### config.mk
export PLATFORM = sky130hd
export DESIGN_NAME = option_byte_config_decoder
export DESIGN_NICKNAME = d
export VERILOG_FILES = /design/src/optcfg_pkg.sv /design/src/boot_area_decode.sv /design/src/option_byte_config_decoder.sv /design/src/settle_decode.sv
export VERILOG_INCLUDE_DIRS = /design/src /design/src/src
export SDC_FILE = /design/constraint.sdc
export NUM_CORES = 1
export LEC_CHECK = 0
export ABC_AREA = 1
export BUFFER_PORTS_ARGS = -buffer_cell sky130_fd_sc_hd__buf_4
export CELL_PAD_IN_SITES_DETAIL_PLACEMENT = 0
export CELL_PAD_IN_SITES_GLOBAL_PLACEMENT = 2
export CORE_MARGIN = 2
export CORE_UTILIZATION = 25
export CTS_CLUSTER_DIAMETER = 50
export DETAILED_ROUTE_END_ITERATION = 6
export PLACE_DENSITY_LB_ADDON = 0.25
export SETUP_SLACK_MARGIN = 0.02
export SLEW_MARGIN = 30
export SYNTH_ARGS = -nofsm -noshare
export SYNTH_HDL_FRONTEND = slang
export SYNTH_HIERARCHICAL = 1
export SYNTH_SLANG_ARGS = --single-unit
### constraint.sdc
create_clock -name i_sys_clk -period 8.8 [get_ports i_sys_clk]
set_input_delay 1.32 -clock i_sys_clk [delete_from_list [all_inputs] [get_ports i_sys_clk]]
set_output_delay 1.32 -clock i_sys_clk [all_outputs]
set_load 0.05 [all_outputs]
### src/optcfg_cfg.svh
// Purpose: Constants for the option-byte configuration decoder.
// Assumes: Byte-wide option store reached by data-memory address.
// Notes: Included by its bare name.
`ifndef OPTCFG_CFG_SVH
`define OPTCFG_CFG_SVH
// ----------------------------------------------------------------
// Addresses
// ----------------------------------------------------------------
`define ADDR_READOUT_PROTECT 16'h4800
`define ADDR_BOOT_AREA_SIZE 16'h4802
`define ADDR_RESERVED_OPT 16'h4807
`define ADDR_WATCHDOG_OPT 16'h4808
`define ADDR_OSC_SETTLE 16'h4809
`define ADDR_BROWNOUT_OPT 16'h480A
`define ADDR_BOOT_SEL_LOW 16'h480B
`define ADDR_BOOT_SEL_HIGH 16'h480C
`define ADDR_RESET_VECTOR 16'h8000
// ----------------------------------------------------------------
// Reset values
// ----------------------------------------------------------------
`define RST_READOUT_PROTECT 8'hAA
`define RST_BOOT_AREA_SIZE 8'h00
`define RST_WATCHDOG_OPT 8'h00
`define RST_OSC_SETTLE 8'h00
`define RST_BROWNOUT_OPT 8'h01
`define RST_BOOT_SEL 8'h00
// ----------------------------------------------------------------
// Field positions and codes
// ----------------------------------------------------------------
`define PROTECT_OFF_CODE 8'hAA
`define UBC_NONE 8'h00
`define UBC_VECTORS 8'h01
`define UBC_TWO_PAGES 8'h02
`define BIT_INDEP_AUTO 0
`define BIT_INDEP_HALT 1
`define BIT_WINDOW_AUTO 2
`define BIT_WINDOW_HALT 3
`define FAST_SEL_LSB 0
`define SLOW_SEL_LSB 2
`define BIT_BROWNOUT_EN 0
`define BROWNOUT_TH_LSB 1
`define BROWNOUT_TH_MAX 3'h4
`define WDOG_MASK 8'h0F
`define OSC_MASK 8'h0F
`define BROWNOUT_MASK 8'h0F
`define SETTLE_C0 13'h0001
`define SETTLE_C1 13'h0010
`define SETTLE_C2 13'h0200
`define SETTLE_C3 13'h1000
`define LOAD_CYCLES 4'h8
`endif

### src/optcfg_pkg.sv
// Purpose: Types for the option-byte configuration decoder.
// Assumes: Nothing.
// Notes: Load sequencer states are one-hot.
package optcfg_pkg;
  typedef enum logic [2:0] {
    ST_LOAD = 3'h1,
    ST_SETTLE = 3'h2,
    ST_RUN = 3'h4
  } load_state_t;
  typedef enum logic [1:0] {
    BOOT_RESET_VECTOR = 2'h0,
    BOOT_LOADER = 2'h1
  } boot_target_t;
endpackage : optcfg_pkg

### src/boot_area_decode.sv
// Purpose: Decodes the boot-area size byte into page protection.
// Assumes: Pages numbered from 0.
// Notes: Pure combinational.
`timescale 1ns/100ps
`default_nettype none
`include "optcfg_cfg.svh"
module boot_area_decode (
  input wire logic [7:0] i_size,
  output logic o_area_on,
  output logic o_vectors_only,
  output logic o_read_protect,
  output logic [7:0] o_page_count
);
  assign o_area_on = (i_size != `UBC_NONE);
  assign o_vectors_only = (i_size == `UBC_VECTORS);
  assign o_read_protect = (i_size == `UBC_TWO_PAGES);
  // Pages 0 to size-1 are covered and write protected.
  assign o_page_count = i_size;
endmodule : boot_area_decode
`default_nettype wire

### src/option_byte_config_decoder.sv
// Purpose: Option-byte store, write port and configuration decoder.
// Assumes: Byte writes by address from debug port or application.
// Notes: Outputs are registered and follow the store in every load state.
//
// Functional notes
// - Protect byte 0xAA means protection off.
// - Boot size 0,1,2 decode to none/vectors/two pages.
// - Sizes 3..255 cover pages 0..value-1.
// - Independent dog auto start bit starts it.
// - Independent dog halt bit stops it in halt.
// - Window dog auto start bit activates it.
// - Window dog halt bit resets on halt.
// - Fast oscillator settle code selects 1..4096.
// - Slow oscillator settle code selects 1..4096.
// - Brownout enable bit; default enabled.
// - Threshold field sits above enable bit.
// - Threshold codes 0..4 select levels 0..4.
// - Boot choice from select bytes and vector.
// - Debug port programming writes every option byte except the reserved byte at 0x4807.
// - Application cannot change protect or boot size.
`timescale 1ns/100ps
`default_nettype none
`include "optcfg_cfg.svh"
module option_byte_config_decoder #(
  parameter int LOAD_LEN = 8
) (
  input wire logic i_sys_clk,
  input wire logic i_rst,
  input wire logic i_wr_en,
  input wire logic i_wr_debug,
  input wire logic [15:0] i_addr,
  input wire logic [7:0] i_wdata,
  input wire logic i_rd_en,
  input wire logic [7:0] i_reset_vector_opcode,
  output logic [7:0] o_rdata,
  output logic o_rd_valid,
  output logic o_config_ready,
  output logic o_readout_protect,
  output logic o_boot_area_on,
  output logic o_boot_vectors_only,
  output logic o_boot_read_protect,
  output logic [7:0] o_boot_page_count,
  output logic o_indep_dog_auto_start,
  output logic o_indep_dog_halt_stop,
  output logic o_window_dog_auto_start,
  output logic o_window_dog_halt_reset,
  output logic [12:0] o_fast_osc_settle_cycles,
  output logic [12:0] o_slow_osc_settle_cycles,
  output logic o_brownout_enable,
  output logic [2:0] o_brownout_threshold_sel,
  output logic o_boot_to_loader
);
  // ----------------------------------------------------------------
  // Option store
  // ----------------------------------------------------------------
  logic [7:0] protect_q;
  logic [7:0] boot_size_q;
  logic [7:0] wdog_q;
  logic [7:0] osc_q;
  logic [7:0] bor_q;
  logic [7:0] sel_lo_q;
  logic [7:0] sel_hi_q;
  wire hit_protect = (i_addr == `ADDR_READOUT_PROTECT);
  wire hit_size = (i_addr == `ADDR_BOOT_AREA_SIZE);
  wire hit_wdog = (i_addr == `ADDR_WATCHDOG_OPT);
  wire hit_osc = (i_addr == `ADDR_OSC_SETTLE);
  wire hit_bor = (i_addr == `ADDR_BROWNOUT_OPT);
  wire hit_lo = (i_addr == `ADDR_BOOT_SEL_LOW);
  wire hit_hi = (i_addr == `ADDR_BOOT_SEL_HIGH);
  // Protection and boot size accept only debug-port writes.
  wire wr_protect = i_wr_en & hit_protect & i_wr_debug;
  wire wr_size = i_wr_en & hit_size & i_wr_debug;
  wire wr_any = i_wr_en;
  always_ff @(posedge i_sys_clk or posedge i_rst) begin
    if (i_rst) begin
      protect_q <= `RST_READOUT_PROTECT;
    end else if (wr_protect) begin
      protect_q <= i_wdata;
    end
  end
  always_ff @(posedge i_sys_clk or posedge i_rst) begin
    if (i_rst) begin
      boot_size_q <= `RST_BOOT_AREA_SIZE;
    end else if (wr_size) begin
      boot_size_q <= i_wdata;
    end
  end
  always_ff @(posedge i_sys_clk or posedge i_rst) begin
    if (i_rst) begin
      wdog_q <= `RST_WATCHDOG_OPT;
    end else if (wr_any & hit_wdog) begin
      wdog_q <= i_wdata & `WDOG_MASK;
    end
  end
  always_ff @(posedge i_sys_clk or posedge i_rst) begin
    if (i_rst) begin
      osc_q <= `RST_OSC_SETTLE;
    end else if (wr_any & hit_osc) begin
      osc_q <= i_wdata & `OSC_MASK;
    end
  end
  always_ff @(posedge i_sys_clk or posedge i_rst) begin
    if (i_rst) begin
      bor_q <= `RST_BROWNOUT_OPT;
    end else if (wr_any & hit_bor) begin
      bor_q <= i_wdata & `BROWNOUT_MASK;
    end
  end
  always_ff @(posedge i_sys_clk or posedge i_rst) begin
    if (i_rst) begin
      sel_lo_q <= `RST_BOOT_SEL;
    end else if (wr_any & hit_lo) begin
      sel_lo_q <= i_wdata;
    end
  end
  always_ff @(posedge i_sys_clk or posedge i_rst) begin
    if (i_rst) begin
      sel_hi_q <= `RST_BOOT_SEL;
    end else if (wr_any & hit_hi) begin
      sel_hi_q <= i_wdata;
    end
  end
  // ----------------------------------------------------------------
  // Read port
  // ----------------------------------------------------------------
  logic [7:0] rd_mux;
  always_comb begin
    if (hit_protect) begin
      rd_mux = protect_q;
    end else if (hit_size) begin
      rd_mux = boot_size_q;
    end else if (hit_wdog) begin
      rd_mux = wdog_q;
    end else if (hit_osc) begin
      rd_mux = osc_q;
    end else if (hit_bor) begin
      rd_mux = bor_q;
    end else if (hit_lo) begin
      rd_mux = sel_lo_q;
    end else if (hit_hi) begin
      rd_mux = sel_hi_q;
    end else begin
      rd_mux = 8'h00;
    end
  end
  always_ff @(posedge i_sys_clk or posedge i_rst) begin
    if (i_rst) begin
      o_rdata <= 8'h00;
      o_rd_valid <= 1'b0;
    end else begin
      o_rdata <= i_rd_en ? rd_mux : 8'h00;
      o_rd_valid <= i_rd_en;
    end
  end
  // ----------------------------------------------------------------
  // Decoders
  // ----------------------------------------------------------------
  wire area_on;
  wire vectors_only;
  wire read_prot;
  wire [7:0] page_count;
  wire [12:0] fast_cycles;
  wire [12:0] slow_cycles;
  boot_area_decode u_boot_area (
    .i_size(boot_size_q),
    .o_area_on(area_on),
    .o_vectors_only(vectors_only),
    .o_read_protect(read_prot),
    .o_page_count(page_count)
  );
  settle_decode u_fast_settle (
    .i_code(osc_q[`FAST_SEL_LSB +: 2]),
    .o_cycles(fast_cycles)
  );
  settle_decode u_slow_settle (
    .i_code(osc_q[`SLOW_SEL_LSB +: 2]),
    .o_cycles(slow_cycles)
  );
  wire protect_on = (protect_q != `PROTECT_OFF_CODE);
  wire [2:0] th_raw = bor_q[`BROWNOUT_TH_LSB +: 3];
  // Codes above the top level clamp to the highest threshold.
  wire [2:0] th_sel = (th_raw > `BROWNOUT_TH_MAX) ?
                      `BROWNOUT_TH_MAX : th_raw;
  // Bootloader runs only if either select byte is nonzero and no program
  // has been written at the reset vector (erased opcode 0x00).
  wire boot_loader = ({sel_hi_q, sel_lo_q} != 16'h0000) &&
                     (i_reset_vector_opcode == 8'h00);
  // ----------------------------------------------------------------
  // Load sequencer
  // ----------------------------------------------------------------
  optcfg_pkg::load_state_t state_q;
  optcfg_pkg::load_state_t state_d;
  logic [3:0] load_cnt_q;
  wire load_done = (load_cnt_q == 4'(LOAD_LEN - 1));
  always_comb begin
    state_d = state_q;
    case (state_q)
      optcfg_pkg::ST_LOAD: begin
        state_d = optcfg_pkg::ST_SETTLE;
      end
      optcfg_pkg::ST_SETTLE: begin
        if (load_done) begin
          state_d = optcfg_pkg::ST_RUN;
        end
      end
      optcfg_pkg::ST_RUN: begin
        state_d = optcfg_pkg::ST_RUN;
      end
      default: begin
        state_d = optcfg_pkg::ST_LOAD;
      end
    endcase
  end
  always_ff @(posedge i_sys_clk or posedge i_rst) begin
    if (i_rst) begin
      state_q <= optcfg_pkg::ST_LOAD;
      load_cnt_q <= 4'h0;
    end else begin
      state_q <= state_d;
      if (state_q == optcfg_pkg::ST_SETTLE && !load_done) begin
        load_cnt_q <= load_cnt_q + 4'h1;
      end
    end
  end
  // ----------------------------------------------------------------
  // Configuration outputs
  // ----------------------------------------------------------------
  always_ff @(posedge i_sys_clk or posedge i_rst) begin
    if (i_rst) begin
      o_config_ready <= 1'b0;
    end else begin
      // Ready rises only after settings have stood a full cycle.
      o_config_ready <= (state_q == optcfg_pkg::ST_RUN);
    end
  end
  always_ff @(posedge i_sys_clk or posedge i_rst) begin
    if (i_rst) begin
      o_readout_protect <= 1'b0;
    end else begin
      o_readout_protect <= protect_on;
    end
  end
  always_ff @(posedge i_sys_clk or posedge i_rst) begin
    if (i_rst) begin
      o_boot_area_on <= 1'b0;
    end else begin
      o_boot_area_on <= area_on;
    end
  end
  always_ff @(posedge i_sys_clk or posedge i_rst) begin
    if (i_rst) begin
      o_boot_vectors_only <= 1'b0;
    end else begin
      o_boot_vectors_only <= vectors_only;
    end
  end
  always_ff @(posedge i_sys_clk or posedge i_rst) begin
    if (i_rst) begin
      o_boot_read_protect <= 1'b0;
    end else begin
      o_boot_read_protect <= read_prot;
    end
  end
  always_ff @(posedge i_sys_clk or posedge i_rst) begin
    if (i_rst) begin
      o_boot_page_count <= 8'h00;
    end else begin
      o_boot_page_count <= page_count;
    end
  end
  always_ff @(posedge i_sys_clk or posedge i_rst) begin
    if (i_rst) begin
      o_indep_dog_auto_start <= 1'b0;
    end else begin
      o_indep_dog_auto_start <= wdog_q[`BIT_INDEP_AUTO];
    end
  end
  always_ff @(posedge i_sys_clk or posedge i_rst) begin
    if (i_rst) begin
      o_indep_dog_halt_stop <= 1'b0;
    end else begin
      o_indep_dog_halt_stop <= wdog_q[`BIT_INDEP_HALT];
    end
  end
  always_ff @(posedge i_sys_clk or posedge i_rst) begin
    if (i_rst) begin
      o_window_dog_auto_start <= 1'b0;
    end else begin
      o_window_dog_auto_start <= wdog_q[`BIT_WINDOW_AUTO];
    end
  end
  always_ff @(posedge i_sys_clk or posedge i_rst) begin
    if (i_rst) begin
      o_window_dog_halt_reset <= 1'b0;
    end else begin
      o_window_dog_halt_reset <= wdog_q[`BIT_WINDOW_HALT];
    end
  end
  always_ff @(posedge i_sys_clk or posedge i_rst) begin
    if (i_rst) begin
      o_fast_osc_settle_cycles <= `SETTLE_C0;
    end else begin
      o_fast_osc_settle_cycles <= fast_cycles;
    end
  end
  always_ff @(posedge i_sys_clk or posedge i_rst) begin
    if (i_rst) begin
      o_slow_osc_settle_cycles <= `SETTLE_C0;
    end else begin
      o_slow_osc_settle_cycles <= slow_cycles;
    end
  end
  always_ff @(posedge i_sys_clk or posedge i_rst) begin
    if (i_rst) begin
      o_brownout_enable <= 1'b1;
    end else begin
      o_brownout_enable <= bor_q[`BIT_BROWNOUT_EN];
    end
  end
  always_ff @(posedge i_sys_clk or posedge i_rst) begin
    if (i_rst) begin
      o_brownout_threshold_sel <= 3'h0;
    end else begin
      o_brownout_threshold_sel <= th_sel;
    end
  end
  always_ff @(posedge i_sys_clk or posedge i_rst) begin
    if (i_rst) begin
      o_boot_to_loader <= 1'b0;
    end else begin
      o_boot_to_loader <= boot_loader;
    end
  end
endmodule : option_byte_config_decoder
`default_nettype wire

### src/settle_decode.sv
// Purpose: Maps a two-bit settle code to an oscillator cycle count.
// Assumes: Codes 0 to 3.
// Notes: Pure combinational.
`timescale 1ns/100ps
`default_nettype none
`include "optcfg_cfg.svh"
module settle_decode (
  input wire logic [1:0] i_code,
  output logic [12:0] o_cycles
);
  assign o_cycles = (i_code == 2'h0) ? `SETTLE_C0 :
                    (i_code == 2'h1) ? `SETTLE_C1 :
                    (i_code == 2'h2) ? `SETTLE_C2 : `SETTLE_C3;
endmodule : settle_decode
`default_nettype wire
==> out/metrics.yaml <==
global_route:
  grt_pass1_vias: 3341
  grt_max_degree: 57
  grt_pass1_wl_mm: 17.7
  antenna_found_initial: 0
  gr-usage-all-layers: 0.119
  overflow: 0
floorplanning:
  die_y_microns: 139
  die_w_microns: 139
  die_area_sq_um: 19300
  pin_count: 94
  core_sq_um: 17900
  num_rows: 49
  initial_core_util: 0.254
cts:
  root_buffer: "clkbuf_16"
  hold_buffers: 0
  postCtsSetupRepairBufs: 0
  numCtsBuffers: 9
  cts_buffer_depth: 2
  htreeDepth: 3
  clk_pin_slew_ns: 0.07
  cts_tree: "yes"
  cts_resized: 0
  clk-insertion-delay-late_ns: 0.35
  cts_sinks: 108
cells_and_area:
  drive_above_1_share: 0.289
  final_cell_area_sq_um: 5700
  fill_cells: 1891
  antenna_cells: 0
  nNetsFinal: 586
  syn2layout_area_growth_pct: 25.3
critical_path:
  critPathRequiredTime_ns: 9.05
  r2r_cells: 5
  critical_path.cell_chain: "buf_4 > nor2_1 > nand2_1 > nor2_1 > nand2_2 > nor2_2 > nand2_1 > o21a_1"
  crit_slowest_cell: "nor2_2"
  cpPeakStageDelay_ns: 0.48
  crit_type: "input port to flip-flop"
  end_kind: "flip-flop"
  arrival_ns: 2.76
  crit_path_max_fanout: 16
  crit_path_start_kind: "input port"
power:
  internal-power_mw: 0.779
  power-per-cell-area_nw_per_um2: 179
  clock_power_share: 0.444
  combPwrFrac: 0.062
  p_switching_mw: 0.238
  p_leak_nw: 2.79
  ir_drop_mv: 0.0845
  sw_frac_of_total: 0.234
  p_seq_frac: 0.493
detailed_routing:
  drt-total-wl_mm: 10.9
  drc: 0
  post_drt_wl_per_cell_microns: 13.9
  drt_iter0_drc: 118
  num_vias: 3175
  first_pass_iters: 4
  vias_per_cell: 4.06
  drtAntennaViolNets: 0
synthesis:
  synthDistinctLibCells: 36
  synthArstFlopShare: 1.00
  synth_edf_count: 0
  ys_ff_latch: 108
  synth_seq_area_share: 0.597
  syn-instance-count: 458
  synth_area_sq_um: 4550
  ys_warn_count: 6
  syn_avg_cell_area_sq_um: 9.93
  synthFlopType: "dfrtp_1"
timing:
  setup-tns-final_ns: 0
  final_max_slew_viol_count: 0
  slew_headroom: 0.527
  period_share: 0.286
  setup_viol: 0
  rsz0062_at_grt: "false"
  hold_viol_final: 0
  period_minus_slack_ns: 2.52
  skew_ns: 0.00493
  max_freq_ghz: 0.398
  tightest_slew_ns: 0.709
placed_design:
  gp_congestion: 0.813
  dp_hpwl_mm: 7.77
  numPortBuffers: 93
  dpl_cell_area_sq_um: 5370
hold_path:
  hold_path.class: "flip-flop to flip-flop"
  holdPathStages: 0
flow_run:
  cap_violations: 0
run_status:
  outcome: "finished clean"
-- state kept, by name, summed over array words and instances (netlist names), 8 cells and up --
name                      cells
o_fast_osc_settle_cycles     13
o_slow_osc_settle_cycles     13
boot_size_q                   8
o_boot_page_count             8
o_rdata                       8
protect_q                     8
sel_hi_q                      8
sel_lo_q                      8
-- cells by family (layout without fill, tap and decap cells) --
group | after synthesis | in the layout | share of synthesized area
compound gates | 74 | 74 | 0.0971
xor+xnor | 2 | 2 | 0.00385
fa+ha+maj | 1 | 1 | 0.00275
buf+inv | 89 | 168 | 0.0991
flops | 108 | 108 | 0.597
other cells | 2 | 18 | 0.00165
simple gates | 182 | 182 | 0.199
-- worst paths after layout --
| check | start | endpoint | slack (ns) |
|---|---|---|---|
| max reg2reg | state_q[0] | load_cnt_q[3] | 7.11 |
| max in group asynchronous | i_rst | bor_q[2] | 6.51 |
| min in group asynchronous | i_rst | o_fast_osc_settle_cycles[5] | 1.08 |
| min reg2reg | bor_q[0] | o_brownout_enable | 0.38 |
| max | i_addr[0] | sel_hi_q[5] | 6.28 |
| min | bor_q[0] | o_brownout_enable | 0.38 |
-- metal layers --
metal | vias up | global-route usage | part of all wire
met5 | - | 0 | 0
met4 | 0 | 0.0516 | 0.024
met3 | 16 | 0.0245 | 0.043
met2 | 73 | 0.197 | 0.48
met1 | 1480 | 0.152 | 0.45
li1 | 1606 | - | -
-- critical path, delay by kind of cell --
kind	cells	cell delay, ns
buffers and inverters	1	0.14
AOI/OAI and AO/OA	1	0.13
and+or+nand+nor	6	1.16
-- power by group through the flow --
stage                     combinational, mW  clock [mW]  sequential [mW]
after floorplan                      0.0229           0            0.528
after global placement               0.0653           0            0.512
after detailed placement             0.0654           0            0.512
after CTS                            0.0654       0.465            0.502
after global routing                 0.0695       0.486            0.502
final                                0.0633       0.452            0.502
-- metrics by stage --
stage	worst slack (ns)	utilization	cells	total power, mW	hold slack [ns]
finish	6.28	0.318	782	1.02	0.382
global route	6.04	0.318	782	1.06	0.392
CTS	6.27	0.318	782	1.03	0.385
detailed placement	5.90	0.300	766	0.577	0.374
global placement	5.91	0.300	766	0.577	0.375
floorplan	4.65	-	474	0.551	0.361
-- Yosys cell counts (5+ instances only) --
| cell | n | share of area |
|---|---|---|
| o21a_1 | 6 | 0.0099 |
| o21ai_1 | 20 | 0.022 |
| nand3_1 | 13 | 0.014 |
| a21oi_1 | 8 | 0.0088 |
| dfstp_2 | 9 | 0.052 |
| nor4_1 | 7 | 0.0096 |
| nor2_1 | 26 | 0.021 |
| o21ai_0 | 25 | 0.028 |
| nand3_2 | 5 | 0.011 |
| nand4_1 | 7 | 0.0096 |
| buf_4 | 26 | 0.043 |
| dfrtp_1 | 99 | 0.54 |
| o21ai_2 | 8 | 0.015 |
| nor2_2 | 7 | 0.0096 |
| inv_1 | 53 | 0.044 |
| nand2_2 | 6 | 0.0083 |
| nand2_1 | 97 | 0.080 |
-- final cells by class --
class,instances,area [sq um],share of cell area
sequential,108,2710,0.476
multi-input combinational,277,1440,0.253
timing repair buffer,94,706,0.124
tap,229,287,0.0503
clock buffer,11,243,0.0426
inverter,58,221,0.0389
clock inverter,5,82.6,0.0145
-- placed cells by master, fill, tap and decap left out, drive strengths merged, types with 2 or more instances in the layout --
| master | Yosys | final |
|---|---|---|
| nor2 | 37 | 37 |
| xor2 | 2 | 2 |
| a21oi | 10 | 10 |
| nor3 | 5 | 5 |
| bufinv | 0 | 2 |
| conb | 2 | 18 |
| o21a | 6 | 6 |
| buf | 30 | 94 |
| nor4 | 7 | 7 |
| nand2 | 104 | 104 |
| clkbuf | 1 | 11 |
| nand3 | 20 | 20 |
| dfstp | 9 | 9 |
| dfrtp | 99 | 99 |
| o21ai | 53 | 53 |
| nand4 | 7 | 7 |
| or2 | 2 | 2 |
| inv | 57 | 59 |
| clkinv | 1 | 2 |
| a41oi | 4 | 4 |
Note: power is estimated with default switching activity, not from simulation.
